--- src/shared/clkgen_pkg.sv ---
// constants and types shared by the cpu clock generator control block
// assumes a single 200 MHz system clock and oscillators sampled as levels
package clkgen_pkg;
	// ****************************************
	// register addresses and reset values
	// ****************************************
	localparam logic [15:0] SUBCLOCK_MULTIPLIER_SELECT_ADDR = 16'hff78;
	localparam logic [15:0] PROCESSOR_CLOCK_CONTROL_ADDR = 16'hfffb;
	localparam logic [7:0] PROCESSOR_CLOCK_CONTROL_RESET = 8'h04;
	localparam logic [7:0] SUBCLOCK_MULTIPLIER_SELECT_RESET = 8'h00;
	localparam logic [7:0] READ_IDLE = 8'h00;
	// ****************************************
	// field positions
	// ****************************************
	localparam int MAIN_OSC_STOP_BIT = 7;
	localparam int FEEDBACK_RESISTOR_DISABLE_BIT = 6;
	localparam int CPU_CLOCK_STATUS_BIT = 5;
	localparam int CLOCK_SOURCE_SELECT_BIT = 4;
	localparam int CPU_DIVIDER_LSB = 0;
	localparam int CPU_DIVIDER_MSB = 2;
	localparam int MULTIPLIER_ENABLE_BIT = 0;
	localparam int CPU_DIVIDER_W = 3;
	// ****************************************
	// divider codes and timing
	// ****************************************
	localparam logic [CPU_DIVIDER_W-1:0] DIV_BY_1 = 3'h0;
	localparam logic [CPU_DIVIDER_W-1:0] DIV_BY_16 = 3'h4;
	localparam int DIV_CNT_W = 4;
	localparam int SWITCH_DELAY_INSTR = 4;
	localparam int CPU_CLOCKS_PER_INSTR = 2;
	localparam int MULT_FACTOR = 4;
	localparam real CLK_PERIOD_NS = 5.0;
	typedef enum logic [0:0] {
		SW_STEADY = 1'b0,
		SW_PENDING = 1'b1
	} sw_state_e;
endpackage

--- src/design/clk_prescaler.sv ---
// power-of-two tick divider for the main clock path
// assumes src_tick is a one-cycle pulse per main oscillator rising edge
`timescale 1ns/10ps
module clk_prescaler (
	input wire logic clk,
	input wire logic reset,
	input wire logic src_tick,
	input wire logic [clkgen_pkg::CPU_DIVIDER_W-1:0] shift,
	output logic out_tick
);
	import clkgen_pkg::*;
	logic [DIV_CNT_W-1:0] cnt_ff;
	logic out_tick_ff;
	logic [DIV_CNT_W:0] mask_wide;
	logic [DIV_CNT_W-1:0] mask;
	logic [DIV_CNT_W-1:0] eff_shift;
	logic hit;
	// ****************************************
	// divide select
	// ****************************************
	// prohibited codes fall back to the slowest ratio
	assign eff_shift = (shift > DIV_BY_16) ? DIV_CNT_W'(DIV_BY_16) : DIV_CNT_W'(shift);
	assign mask_wide = (DIV_CNT_W+1)'((5'h01 << eff_shift) - 5'h01);
	assign mask = mask_wide[DIV_CNT_W-1:0];
	assign hit = src_tick & ((cnt_ff & mask) == mask);
	always_ff @(posedge clk or posedge reset) begin
		if (reset) begin
			cnt_ff <= '0;
			out_tick_ff <= 1'b0;
		end else begin
			cnt_ff <= src_tick ? DIV_CNT_W'(cnt_ff + 1'b1) : cnt_ff;
			out_tick_ff <= hit;
		end
	end
	assign out_tick = out_tick_ff;
endmodule

--- src/design/cpu_clock_generator_control.sv ---
// cpu clock generator control: clock select, prescaler, x4 subclock, oscillator stop
// assumes oscillator outputs, stop and halt are synchronous levels on clk
`timescale 1ns/10ps
// Notes on behaviour
// - reset loads clock control with 04h: main clock divided by sixteen.
// - bit 7 set stops the main oscillator, clear lets it run.
// - bit 5 is read-only: 0 on main clock, 1 on subsystem clock.
// - source 0: divider codes 0 to 4 give main clock over 1,2,4,8,16.
// - source 1: cpu clock is subclock over two, or twice subclock multiplied.
// - fastest instruction takes two cpu clock periods.
// - subclock select clears to 00h only on reset, otherwise retained.
// - multiplier enable bit chooses source or times-four subclock for cpu path.
// - only first multiplier write after reset counts, made before source select.
// - multiplier stopped for the whole halt period.
// - after halt with multiplier on, wait one subclock period before resuming; the code resumes one cycle after the next subclock rising edge.
// - no way exists to stop the subsystem oscillator.
// - main oscillator stops on stop instruction or stop bit.
// - after a clock selection write, old clock runs several instructions.
// - stop bit acts only once the cpu has switched to subsystem clock.
// - main oscillation halted while reset is applied.
module cpu_clock_generator_control #(
	parameter int PERIOD_W = 16,
	parameter int SWITCH_DELAY = clkgen_pkg::SWITCH_DELAY_INSTR * clkgen_pkg::CPU_CLOCKS_PER_INSTR
) (
	input wire logic clk,
	input wire logic reset,
	input wire logic [15:0] mem_addr,
	input wire logic [7:0] mem_wdata,
	input wire logic mem_wr,
	input wire logic mem_rd,
	output logic [7:0] mem_rdata,
	input wire logic main_osc_in,
	input wire logic sub_osc_in,
	input wire logic stop_instr,
	input wire logic halt_in,
	output logic cpu_clk_tick,
	output logic instr_tick,
	output logic periph_main_tick,
	output logic main_osc_halt,
	output logic feedback_resistor_disable,
	output logic multiplier_active,
	output logic cpu_clock_status
);
	import clkgen_pkg::*;
	// ****************************************
	// register file
	// ****************************************
	logic main_osc_stop_ff, frd_ff, css_ff, sct_ff, sct_locked_ff;
	logic [CPU_DIVIDER_W-1:0] div_ff;
	logic [7:0] rdata_ff;
	wire hit_pcc = (mem_addr == PROCESSOR_CLOCK_CONTROL_ADDR);
	wire hit_subclock_multiplier_select = (mem_addr == SUBCLOCK_MULTIPLIER_SELECT_ADDR);
	wire wr_pcc = mem_wr & hit_pcc;
	wire wr_subclock_multiplier_select = mem_wr & hit_subclock_multiplier_select;
	logic css_active_ff;
	logic [CPU_DIVIDER_W-1:0] div_active_ff;
	// reserved bit 3 and bits 7..1 of subclock select read as zero
	wire [7:0] pcc_view = {main_osc_stop_ff, frd_ff, css_active_ff, css_ff, 1'b0, div_ff};
	wire [7:0] subclock_multiplier_select_view = {7'h00, sct_ff};
	wire [7:0] nxt_rdata = !mem_rd ? READ_IDLE : hit_pcc ? pcc_view : hit_subclock_multiplier_select ? subclock_multiplier_select_view : READ_IDLE;
	always_ff @(posedge clk or posedge reset) begin
		if (reset) begin
			main_osc_stop_ff <= PROCESSOR_CLOCK_CONTROL_RESET[MAIN_OSC_STOP_BIT];
			frd_ff <= PROCESSOR_CLOCK_CONTROL_RESET[FEEDBACK_RESISTOR_DISABLE_BIT];
			css_ff <= PROCESSOR_CLOCK_CONTROL_RESET[CLOCK_SOURCE_SELECT_BIT];
			div_ff <= PROCESSOR_CLOCK_CONTROL_RESET[CPU_DIVIDER_MSB:CPU_DIVIDER_LSB];
		end else if (wr_pcc) begin
			main_osc_stop_ff <= mem_wdata[MAIN_OSC_STOP_BIT];
			frd_ff <= mem_wdata[FEEDBACK_RESISTOR_DISABLE_BIT];
			css_ff <= mem_wdata[CLOCK_SOURCE_SELECT_BIT];
			div_ff <= mem_wdata[CPU_DIVIDER_MSB:CPU_DIVIDER_LSB];
		end
	end
	always_ff @(posedge clk or posedge reset) begin
		if (reset) begin
			sct_ff <= SUBCLOCK_MULTIPLIER_SELECT_RESET[MULTIPLIER_ENABLE_BIT];
			sct_locked_ff <= 1'b0;
		end else if (wr_subclock_multiplier_select && !sct_locked_ff) begin
			sct_ff <= mem_wdata[MULTIPLIER_ENABLE_BIT];
			sct_locked_ff <= 1'b1;
		end
	end
	always_ff @(posedge clk or posedge reset) begin
		if (reset) begin
			rdata_ff <= READ_IDLE;
		end else begin
			rdata_ff <= nxt_rdata;
		end
	end
	// ****************************************
	// oscillator edge detection
	// ****************************************
	logic main_prev_ff, sub_prev_ff, halt_prev_ff, main_osc_halt_ff;
	wire main_tick = main_osc_in & ~main_prev_ff & ~main_osc_halt_ff;
	wire sub_tick = sub_osc_in & ~sub_prev_ff;
	always_ff @(posedge clk or posedge reset) begin
		if (reset) begin
			main_prev_ff <= 1'b0;
			sub_prev_ff <= 1'b0;
			halt_prev_ff <= 1'b0;
		end else begin
			main_prev_ff <= main_osc_in;
			sub_prev_ff <= sub_osc_in;
			halt_prev_ff <= halt_in;
		end
	end
	// ****************************************
	// times-four subclock multiplier
	// ****************************************
	// period is measured in system cycles, so the first period after reset has no quarters
	logic [PERIOD_W-1:0] sub_cnt_ff, period_ff, q_cnt_ff;
	logic [1:0] q_num_ff;
	logic halt_wait_ff;
	wire [PERIOD_W-1:0] quarter = period_ff >> 2;
	wire mult_run = sct_ff & ~halt_in & ~halt_prev_ff & ~halt_wait_ff;
	wire quarter_hit = mult_run & ~sub_tick & (quarter != '0) & (q_cnt_ff == PERIOD_W'(quarter - 1'b1))
		& (q_num_ff != 2'(MULT_FACTOR - 1));
	wire mult_tick = mult_run & (sub_tick | quarter_hit);
	wire halt_release = halt_prev_ff & ~halt_in & sct_ff;
	always_ff @(posedge clk or posedge reset) begin
		if (reset) begin
			sub_cnt_ff <= '0;
			period_ff <= '0;
		end else if (sub_tick) begin
			sub_cnt_ff <= '0;
			period_ff <= PERIOD_W'(sub_cnt_ff + 1'b1);
		end else begin
			sub_cnt_ff <= PERIOD_W'(sub_cnt_ff + 1'b1);
		end
	end
	always_ff @(posedge clk or posedge reset) begin
		if (reset) begin
			q_cnt_ff <= '0;
			q_num_ff <= '0;
		end else if (sub_tick) begin
			q_cnt_ff <= '0;
			q_num_ff <= '0;
		end else if (quarter_hit) begin
			q_cnt_ff <= '0;
			q_num_ff <= 2'(q_num_ff + 1'b1);
		end else begin
			q_cnt_ff <= PERIOD_W'(q_cnt_ff + 1'b1);
		end
	end
	always_ff @(posedge clk or posedge reset) begin
		if (reset) begin
			halt_wait_ff <= 1'b0;
		end else if (halt_release) begin
			halt_wait_ff <= 1'b1;
		end else if (sub_tick) begin
			halt_wait_ff <= 1'b0;
		end
	end
	// ****************************************
	// cpu clock paths
	// ****************************************
	logic sub_half_ff, main_cpu_tick, cpu_tick_ff, instr_phase_ff, instr_tick_ff;
	wire sub_path_tick = sct_ff ? mult_tick : sub_tick;
	wire sub_cpu_tick = sub_path_tick & sub_half_ff;
	wire cpu_tick = css_active_ff ? sub_cpu_tick : main_cpu_tick;
	clk_prescaler u_prescaler (
		.clk(clk),
		.reset(reset),
		.src_tick(main_tick),
		.shift(div_active_ff),
		.out_tick(main_cpu_tick)
	);
	always_ff @(posedge clk or posedge reset) begin
		if (reset) begin
			sub_half_ff <= 1'b0;
			cpu_tick_ff <= 1'b0;
			instr_phase_ff <= 1'b0;
			instr_tick_ff <= 1'b0;
		end else begin
			sub_half_ff <= sub_path_tick ? ~sub_half_ff : sub_half_ff;
			cpu_tick_ff <= cpu_tick;
			instr_phase_ff <= cpu_tick ? ~instr_phase_ff : instr_phase_ff;
			instr_tick_ff <= cpu_tick & instr_phase_ff;
		end
	end
	// ****************************************
	// delayed switchover
	// ****************************************
	sw_state_e sw_state_ff, nxt_sw_state;
	logic [7:0] dly_cnt_ff;
	wire sel_differs = (css_ff != css_active_ff) | (div_ff != div_active_ff);
	wire dly_done = cpu_tick & (dly_cnt_ff == 8'(SWITCH_DELAY - 1));
	always_comb begin
		nxt_sw_state = sw_state_ff;
		case (sw_state_ff)
			SW_STEADY: begin
				if (sel_differs) begin
					nxt_sw_state = SW_PENDING;
				end
			end
			SW_PENDING: begin
				if (dly_done) begin
					nxt_sw_state = SW_STEADY;
				end
			end
			default: nxt_sw_state = SW_STEADY;
		endcase
	end
	always_ff @(posedge clk or posedge reset) begin
		if (reset) begin
			sw_state_ff <= SW_STEADY;
			dly_cnt_ff <= '0;
			css_active_ff <= PROCESSOR_CLOCK_CONTROL_RESET[CLOCK_SOURCE_SELECT_BIT];
			div_active_ff <= PROCESSOR_CLOCK_CONTROL_RESET[CPU_DIVIDER_MSB:CPU_DIVIDER_LSB];
		end else begin
			sw_state_ff <= nxt_sw_state;
			dly_cnt_ff <= (sw_state_ff != SW_PENDING || dly_done) ? 8'h00 : cpu_tick ? 8'(dly_cnt_ff + 1'b1) : dly_cnt_ff;
			if (sw_state_ff == SW_PENDING && dly_done) begin
				css_active_ff <= css_ff;
				div_active_ff <= div_ff;
			end
		end
	end
	// ****************************************
	// oscillator stop
	// ****************************************
	// stop instruction or bit
	wire nxt_main_osc_halt = stop_instr | (main_osc_stop_ff & css_active_ff);
	always_ff @(posedge clk or posedge reset) begin
		if (reset) begin
			main_osc_halt_ff <= 1'b1;
		end else begin
			main_osc_halt_ff <= nxt_main_osc_halt;
		end
	end
	assign mem_rdata = rdata_ff;
	assign cpu_clk_tick = cpu_tick_ff;
	assign instr_tick = instr_tick_ff;
	assign periph_main_tick = main_cpu_tick;
	assign main_osc_halt = main_osc_halt_ff;
	assign feedback_resistor_disable = frd_ff;
	assign multiplier_active = mult_run;
	assign cpu_clock_status = css_active_ff;
	// ****************************************
	// assertions
	// ****************************************
	status_at_tick_a: assert property (@(posedge clk) disable iff (reset)
		$changed(css_active_ff) |-> $past(cpu_tick)) else $error("status changed off a cpu tick");
	switch_wait_a: assert property (@(posedge clk) disable iff (reset)
		$changed(css_active_ff) |-> $past(sw_state_ff == SW_PENDING && dly_cnt_ff == 8'(SWITCH_DELAY - 1)))
		else $error("switch without the delay");
	main_stop_a: assert property (@(posedge clk) disable iff (reset)
		main_osc_halt_ff && !$past(stop_instr) && !$past(reset) |-> $past(main_osc_stop_ff && css_active_ff))
		else $error("main oscillator stopped on main clock");
	stop_instr_a: assert property (@(posedge clk) disable iff (reset)
		stop_instr |=> main_osc_halt_ff) else $error("stop did not halt oscillator");
	mult_halt_a: assert property (@(posedge clk) disable iff (reset)
		halt_in |-> !multiplier_active && !(sct_ff && css_active_ff && cpu_tick)) else $error("multiplier ran in halt");
	halt_resume_a: assert property (@(posedge clk) disable iff (reset)
		$fell(halt_in) && sct_ff |-> !multiplier_active ##1 !multiplier_active)
		else $error("multiplier resumed without waiting");
	sct_lock_a: assert property (@(posedge clk) disable iff (reset)
		sct_locked_ff && wr_subclock_multiplier_select |=> $stable(sct_ff)) else $error("late multiplier write took effect");
	subclock_multiplier_select_retain_a: assert property (@(posedge clk) disable iff (reset)
		!wr_subclock_multiplier_select |=> $stable(sct_ff)) else $error("subclock select changed without write");
	status_read_a: assert property (@(posedge clk) disable iff (reset)
		mem_rd && hit_pcc |=> mem_rdata[CPU_CLOCK_STATUS_BIT] == $past(css_active_ff) && !mem_rdata[3])
		else $error("status read mismatch");
	div1_path_a: assert property (@(posedge clk) disable iff (reset)
		main_tick && !css_active_ff && div_active_ff == DIV_BY_1 && $stable(div_active_ff) |-> ##2 cpu_clk_tick)
		else $error("undivided main clock lost a tick");
	instr_pair_a: assert property (@(posedge clk) disable iff (reset)
		instr_tick |-> cpu_clk_tick) else $error("instruction slot off a cpu tick");
	sub_switch_c: cover property (@(posedge clk) disable iff (reset) $rose(css_active_ff));
	main_switch_c: cover property (@(posedge clk) disable iff (reset) $fell(css_active_ff));
	halt_exit_c: cover property (@(posedge clk) disable iff (reset) halt_release ##[1:1000] $fell(halt_wait_ff));
	osc_stop_c: cover property (@(posedge clk) disable iff (reset) $rose(main_osc_halt_ff) && !stop_instr);
endmodule

--- config.mk ---
export PLATFORM = sky130hd
export DESIGN_NAME = cpu_clock_generator_control
export DESIGN_NICKNAME = d
export VERILOG_FILES = /design/src/shared/clkgen_pkg.sv /design/src/design/clk_prescaler.sv /design/src/design/cpu_clock_generator_control.sv
export SDC_FILE = /design/constraint.sdc
export NUM_CORES = 1
export LEC_CHECK = 0
export CAP_MARGIN = 40
export CELL_PAD_IN_SITES_DETAIL_PLACEMENT = 1
export CELL_PAD_IN_SITES_GLOBAL_PLACEMENT = 1
export CORE_MARGIN = 4
export CORE_UTILIZATION = 45
export CTS_BUF_LIST = sky130_fd_sc_hd__clkbuf_8
export DETAILED_ROUTE_END_ITERATION = 10
export DONT_BUFFER_PORTS = 1
export GPL_TIMING_DRIVEN = 0
export PLACE_DENSITY = 0.69
export SLEW_MARGIN = 20
export SYNTH_ARGS = -nofsm -noshare
export SYNTH_HDL_FRONTEND = slang
export SYNTH_SLANG_ARGS = --single-unit
--- constraint.sdc ---
create_clock -name clk -period 3.85 [get_ports clk]
set_input_delay 1.155 -clock clk [delete_from_list [all_inputs] [get_ports clk]]
set_output_delay 1.155 -clock clk [all_outputs]
set_load 0.02 [all_outputs]
==> results.yml <==
hold_path:
  hold_class: "flip-flop to flip-flop"
  hold_depth: 1
  hold_start: "sct_locked_ff$_DFFE_PP0P_"
  hold_end: "sct_locked_ff$_DFFE_PP0P_"
timing:
  rsz0062_at_grt: "no"
  tightest_slew_ns: 0.775
  slew_headroom_pct: 48.2
  finalCritPeriodShare_pct: 92.9
  layout_min_cycle_time_ns: 3.58
  setup_viol: 0
  slew_violations: 0
  fmax_mhz: 280
  setup_ws_ns: 0.272
  fin_skew_ns: 0.0152
  finalHoldViolCount: 0
yosys:
  synthCells: 433
  synth_seq_cells: 90
  ys_warn_count: 0
  synth_nets: 472
  syn_area_um2: 4450
  synth_flop_cell: "dfrtp_1"
  syn_avg_cell_area_um2: 10.3
  synth-seq-area-share_pct: 50.7
  yosysUniqueCellTypes: 58
  synth_edf_count: 0
  ys_async_sr_fraction_pct: 100
placed_design:
  place_ws_ns: -0.0309
  place_hpwl_um: 7310
  io_buffers: 0
  gp_congestion: 0.866
grt:
  grt_max_degree: 63
  grt_pass1_wl_um: 16600
  antenna_found_initial: 0
  grt_usage_pct: 18.3
  grt_pass1_vias: 3278
  overflow: 0
clocking:
  clkSinkCount: 90
  cts_tree: "built"
  numCtsBuffers: 9
  ctsLongestPathBuffers: 2
  clkLatencyLatePin_ns: 0.37
  cts_resized: 0
  postCtsHoldBufs: 0
  cts.htree.levels: 3
  path_clk_slew_ns: 0.10
  root_buffer: "clkbuf_8"
  post_cts_buffers: 0
route:
  drt_iter0_markers: 124
  dr_total_vias: 3178
  final_antenna_net_count: 0
  first_pass_iters: 4
  top_layer: "met4"
  viasPerCell: 5.44
  met3_length_um: 248
  drc: 0
  wl_met1_um: 4680
  wl_per_cell_um: 16.6
  drt-total-wl_um: 9720
  dr_wl_met2_um: 4590
floorplanning:
  die_y_um: 107
  die_w_um: 107
  die_area_um2: 11500
  initial_core_util_pct: 46.0
  rows: 36
  num_io_pins: 47
  core_area_um2: 9680
worst_setup_path:
  reg2reg_from: "period_ff[2]$_DFFE_PP0P_"
  worstSetupStartpointType: "flip-flop"
  critical_path_class: "flip-flop to flip-flop"
  worstPathMaxFanout: 6
  r2r-end: "div_active_ff[0]$_DFFE_PP0P_"
  cp-end-kind: "flip-flop"
  reg2reg_setup_slack_ns: 0.27
  reg2regPathDepth: 11
  worst_ep_arrival_time_ns: 3.84
  cp_data_required_time_ns: 4.11
flow_run:
  maxCapViolCount: 0
power_and_ir_drop:
  total_power_w: 0.00246
  power_density_nw_per_um2: 500
  ir_worst_vdd_mv: 0.319
  leakage_nw: 2.30
layout:
  layout-drive-gt1-share_pct: 10.6
  diodes: 0
  syn_to_final_growth_pct: 10.3
  fin_util_pct: 50.7
  final_nets: 485
outcome:
  status: "completed"
## placed cells by master, fill, tap and decap left out, types with 3 or more instances in the layout
cell	count
dfrtp_1	87
nor2_1	57
nand2_1	35
xor2_1	31
xnor2_1	25
nand3_1	23
o21ai_0	17
and3_1	14
inv_1	14
nand4_1	12
clkbuf_1	9
clkbuf_8	9
mux2_2	7
mux2i_1	7
ha_1	7
nand2b_1	6
nor4_1	6
nor3_1	5
a21o_1	5
and2_1	4
a21oi_1	4
o211a_1	3
buf_4	3
bufinv_16	3
dfstp_2	3
## how the worst max path moves through the flow
| stage | from | to | depth (start not counted) |
|---|---|---|---|
| final | period_ff[2]$_DFFE_PP0P_ | div_active_ff[0]$_DFFE_PP0P_ | 11 |
| after global routing | period_ff[2]$_DFFE_PP0P_ | q_cnt_ff[10]$_DFF_PP0_ | 10 |
| after CTS | period_ff[2]$_DFFE_PP0P_ | div_active_ff[0]$_DFFE_PP0P_ | 11 |
| after detailed placement | halt_in | div_active_ff[0]$_DFFE_PP0P_ | 10 |
| after global placement | reset | sub_cnt_ff[14]$_DFF_PP0_ | 1 |
| after floorplan | halt_in | div_active_ff[0]$_DFFE_PP0P_ | 9 |
## per-stage QoR
stage                     hold WS, ns  setup TNS (ns)  cell area (um2)  cells
after floorplan                 0.435               0             4460    433
after global placement          0.450          -63.79             4620    566
after detailed placement        0.462         -0.0554             4660    568
after CTS                       0.489               0             4910    584
after global routing            0.524               0             4910    584
final                           0.484               0             4910    584
## where the power goes
part | total (W) | internal [W] | switching [W] | leakage (nW)
Combinational | 0.000520 | 0.000247 | 0.000273 | 1.01
Sequential | 0.00114 | 0.00103 | 0.000111 | 1.17
Clock | 0.000794 | 0.000437 | 0.000358 | 0.122
Total | 0.00246 | 0.00171 | 0.000742 | 2.30
## critical path, stage by stage, from the launching register on
cell and delay, ns:
dfrtp_1 0.48, inv_1 0.10, ha_1 0.27, nor3b_1 0.21, or4b_2 0.68, a32o_1 0.24
nor4b_2 0.28, nand4_1 0.24, a21boi_2 0.29, and3_1 0.19, buf_4 0.15, mux2_1 0.33
## layout make-up
cell class	count	area (um2)
fill	1070	4770
sequential	90	2260
multi-input combinational	314	2080
tap	133	166
clock buffer	9	124
clock inverter	7	123
buffer	14	70.1
inverter	15	61.3
timing repair buffer	2	35.0
## layer usage
metal  vias up  track usage [%]
met2        41             29.3
met5         -                0
li1       1525                -
met4         0             6.94
met3        15             3.12
met1      1597             24.9
## cells in the mapped netlist (all sizes together), types with 4 or more instances
cell type | number | share of area, %
clkbuf | 10 | 0.87
ha | 7 | 2.0
inv | 15 | 1.3
nor3 | 6 | 0.93
nand2 | 35 | 3.0
and3 | 14 | 2.0
nor2 | 57 | 4.8
xnor2 | 25 | 4.9
a21o | 5 | 0.84
a21oi | 4 | 0.45
mux2i | 7 | 1.6
nand4 | 12 | 1.7
xor2 | 31 | 6.1
buf | 4 | 0.70
nand2b | 6 | 0.84
nand3 | 23 | 2.6
dfrtp | 87 | 49
o21ai | 17 | 1.9
nor4 | 7 | 1.3
mux2 | 9 | 2.3
and2 | 4 | 0.56
## flip-flops by register name (all words and copies together) (netlist names), 2 cells and up
| name | cells |
|---|---|
| dly_cnt_ff | 8 |
| period_ff | 14 |
| div_ff | 3 |
| q_cnt_ff | 16 |
| sub_cnt_ff | 16 |
| mem_rdata | 7 |
| div_active_ff | 3 |
| u_prescaler.cnt_ff | 4 |
| q_num_ff | 2 |
## logic make-up (layout without fill, tap and decap cells)
group	after synthesis	after routing	share of synthesized area, %
and+or+nand+nor	181	181	21.0
DFF	90	90	50.7
xor gates and xnor gates	56	56	11.0
AOI/OAI and AO/OA	53	53	8.60
buffers and inverters	29	47	2.84
muxes	16	16	3.85
adders and majority gates	7	7	1.97
other	1	1	0.0842
Note: power is estimated with default switching activity, not from simulation.
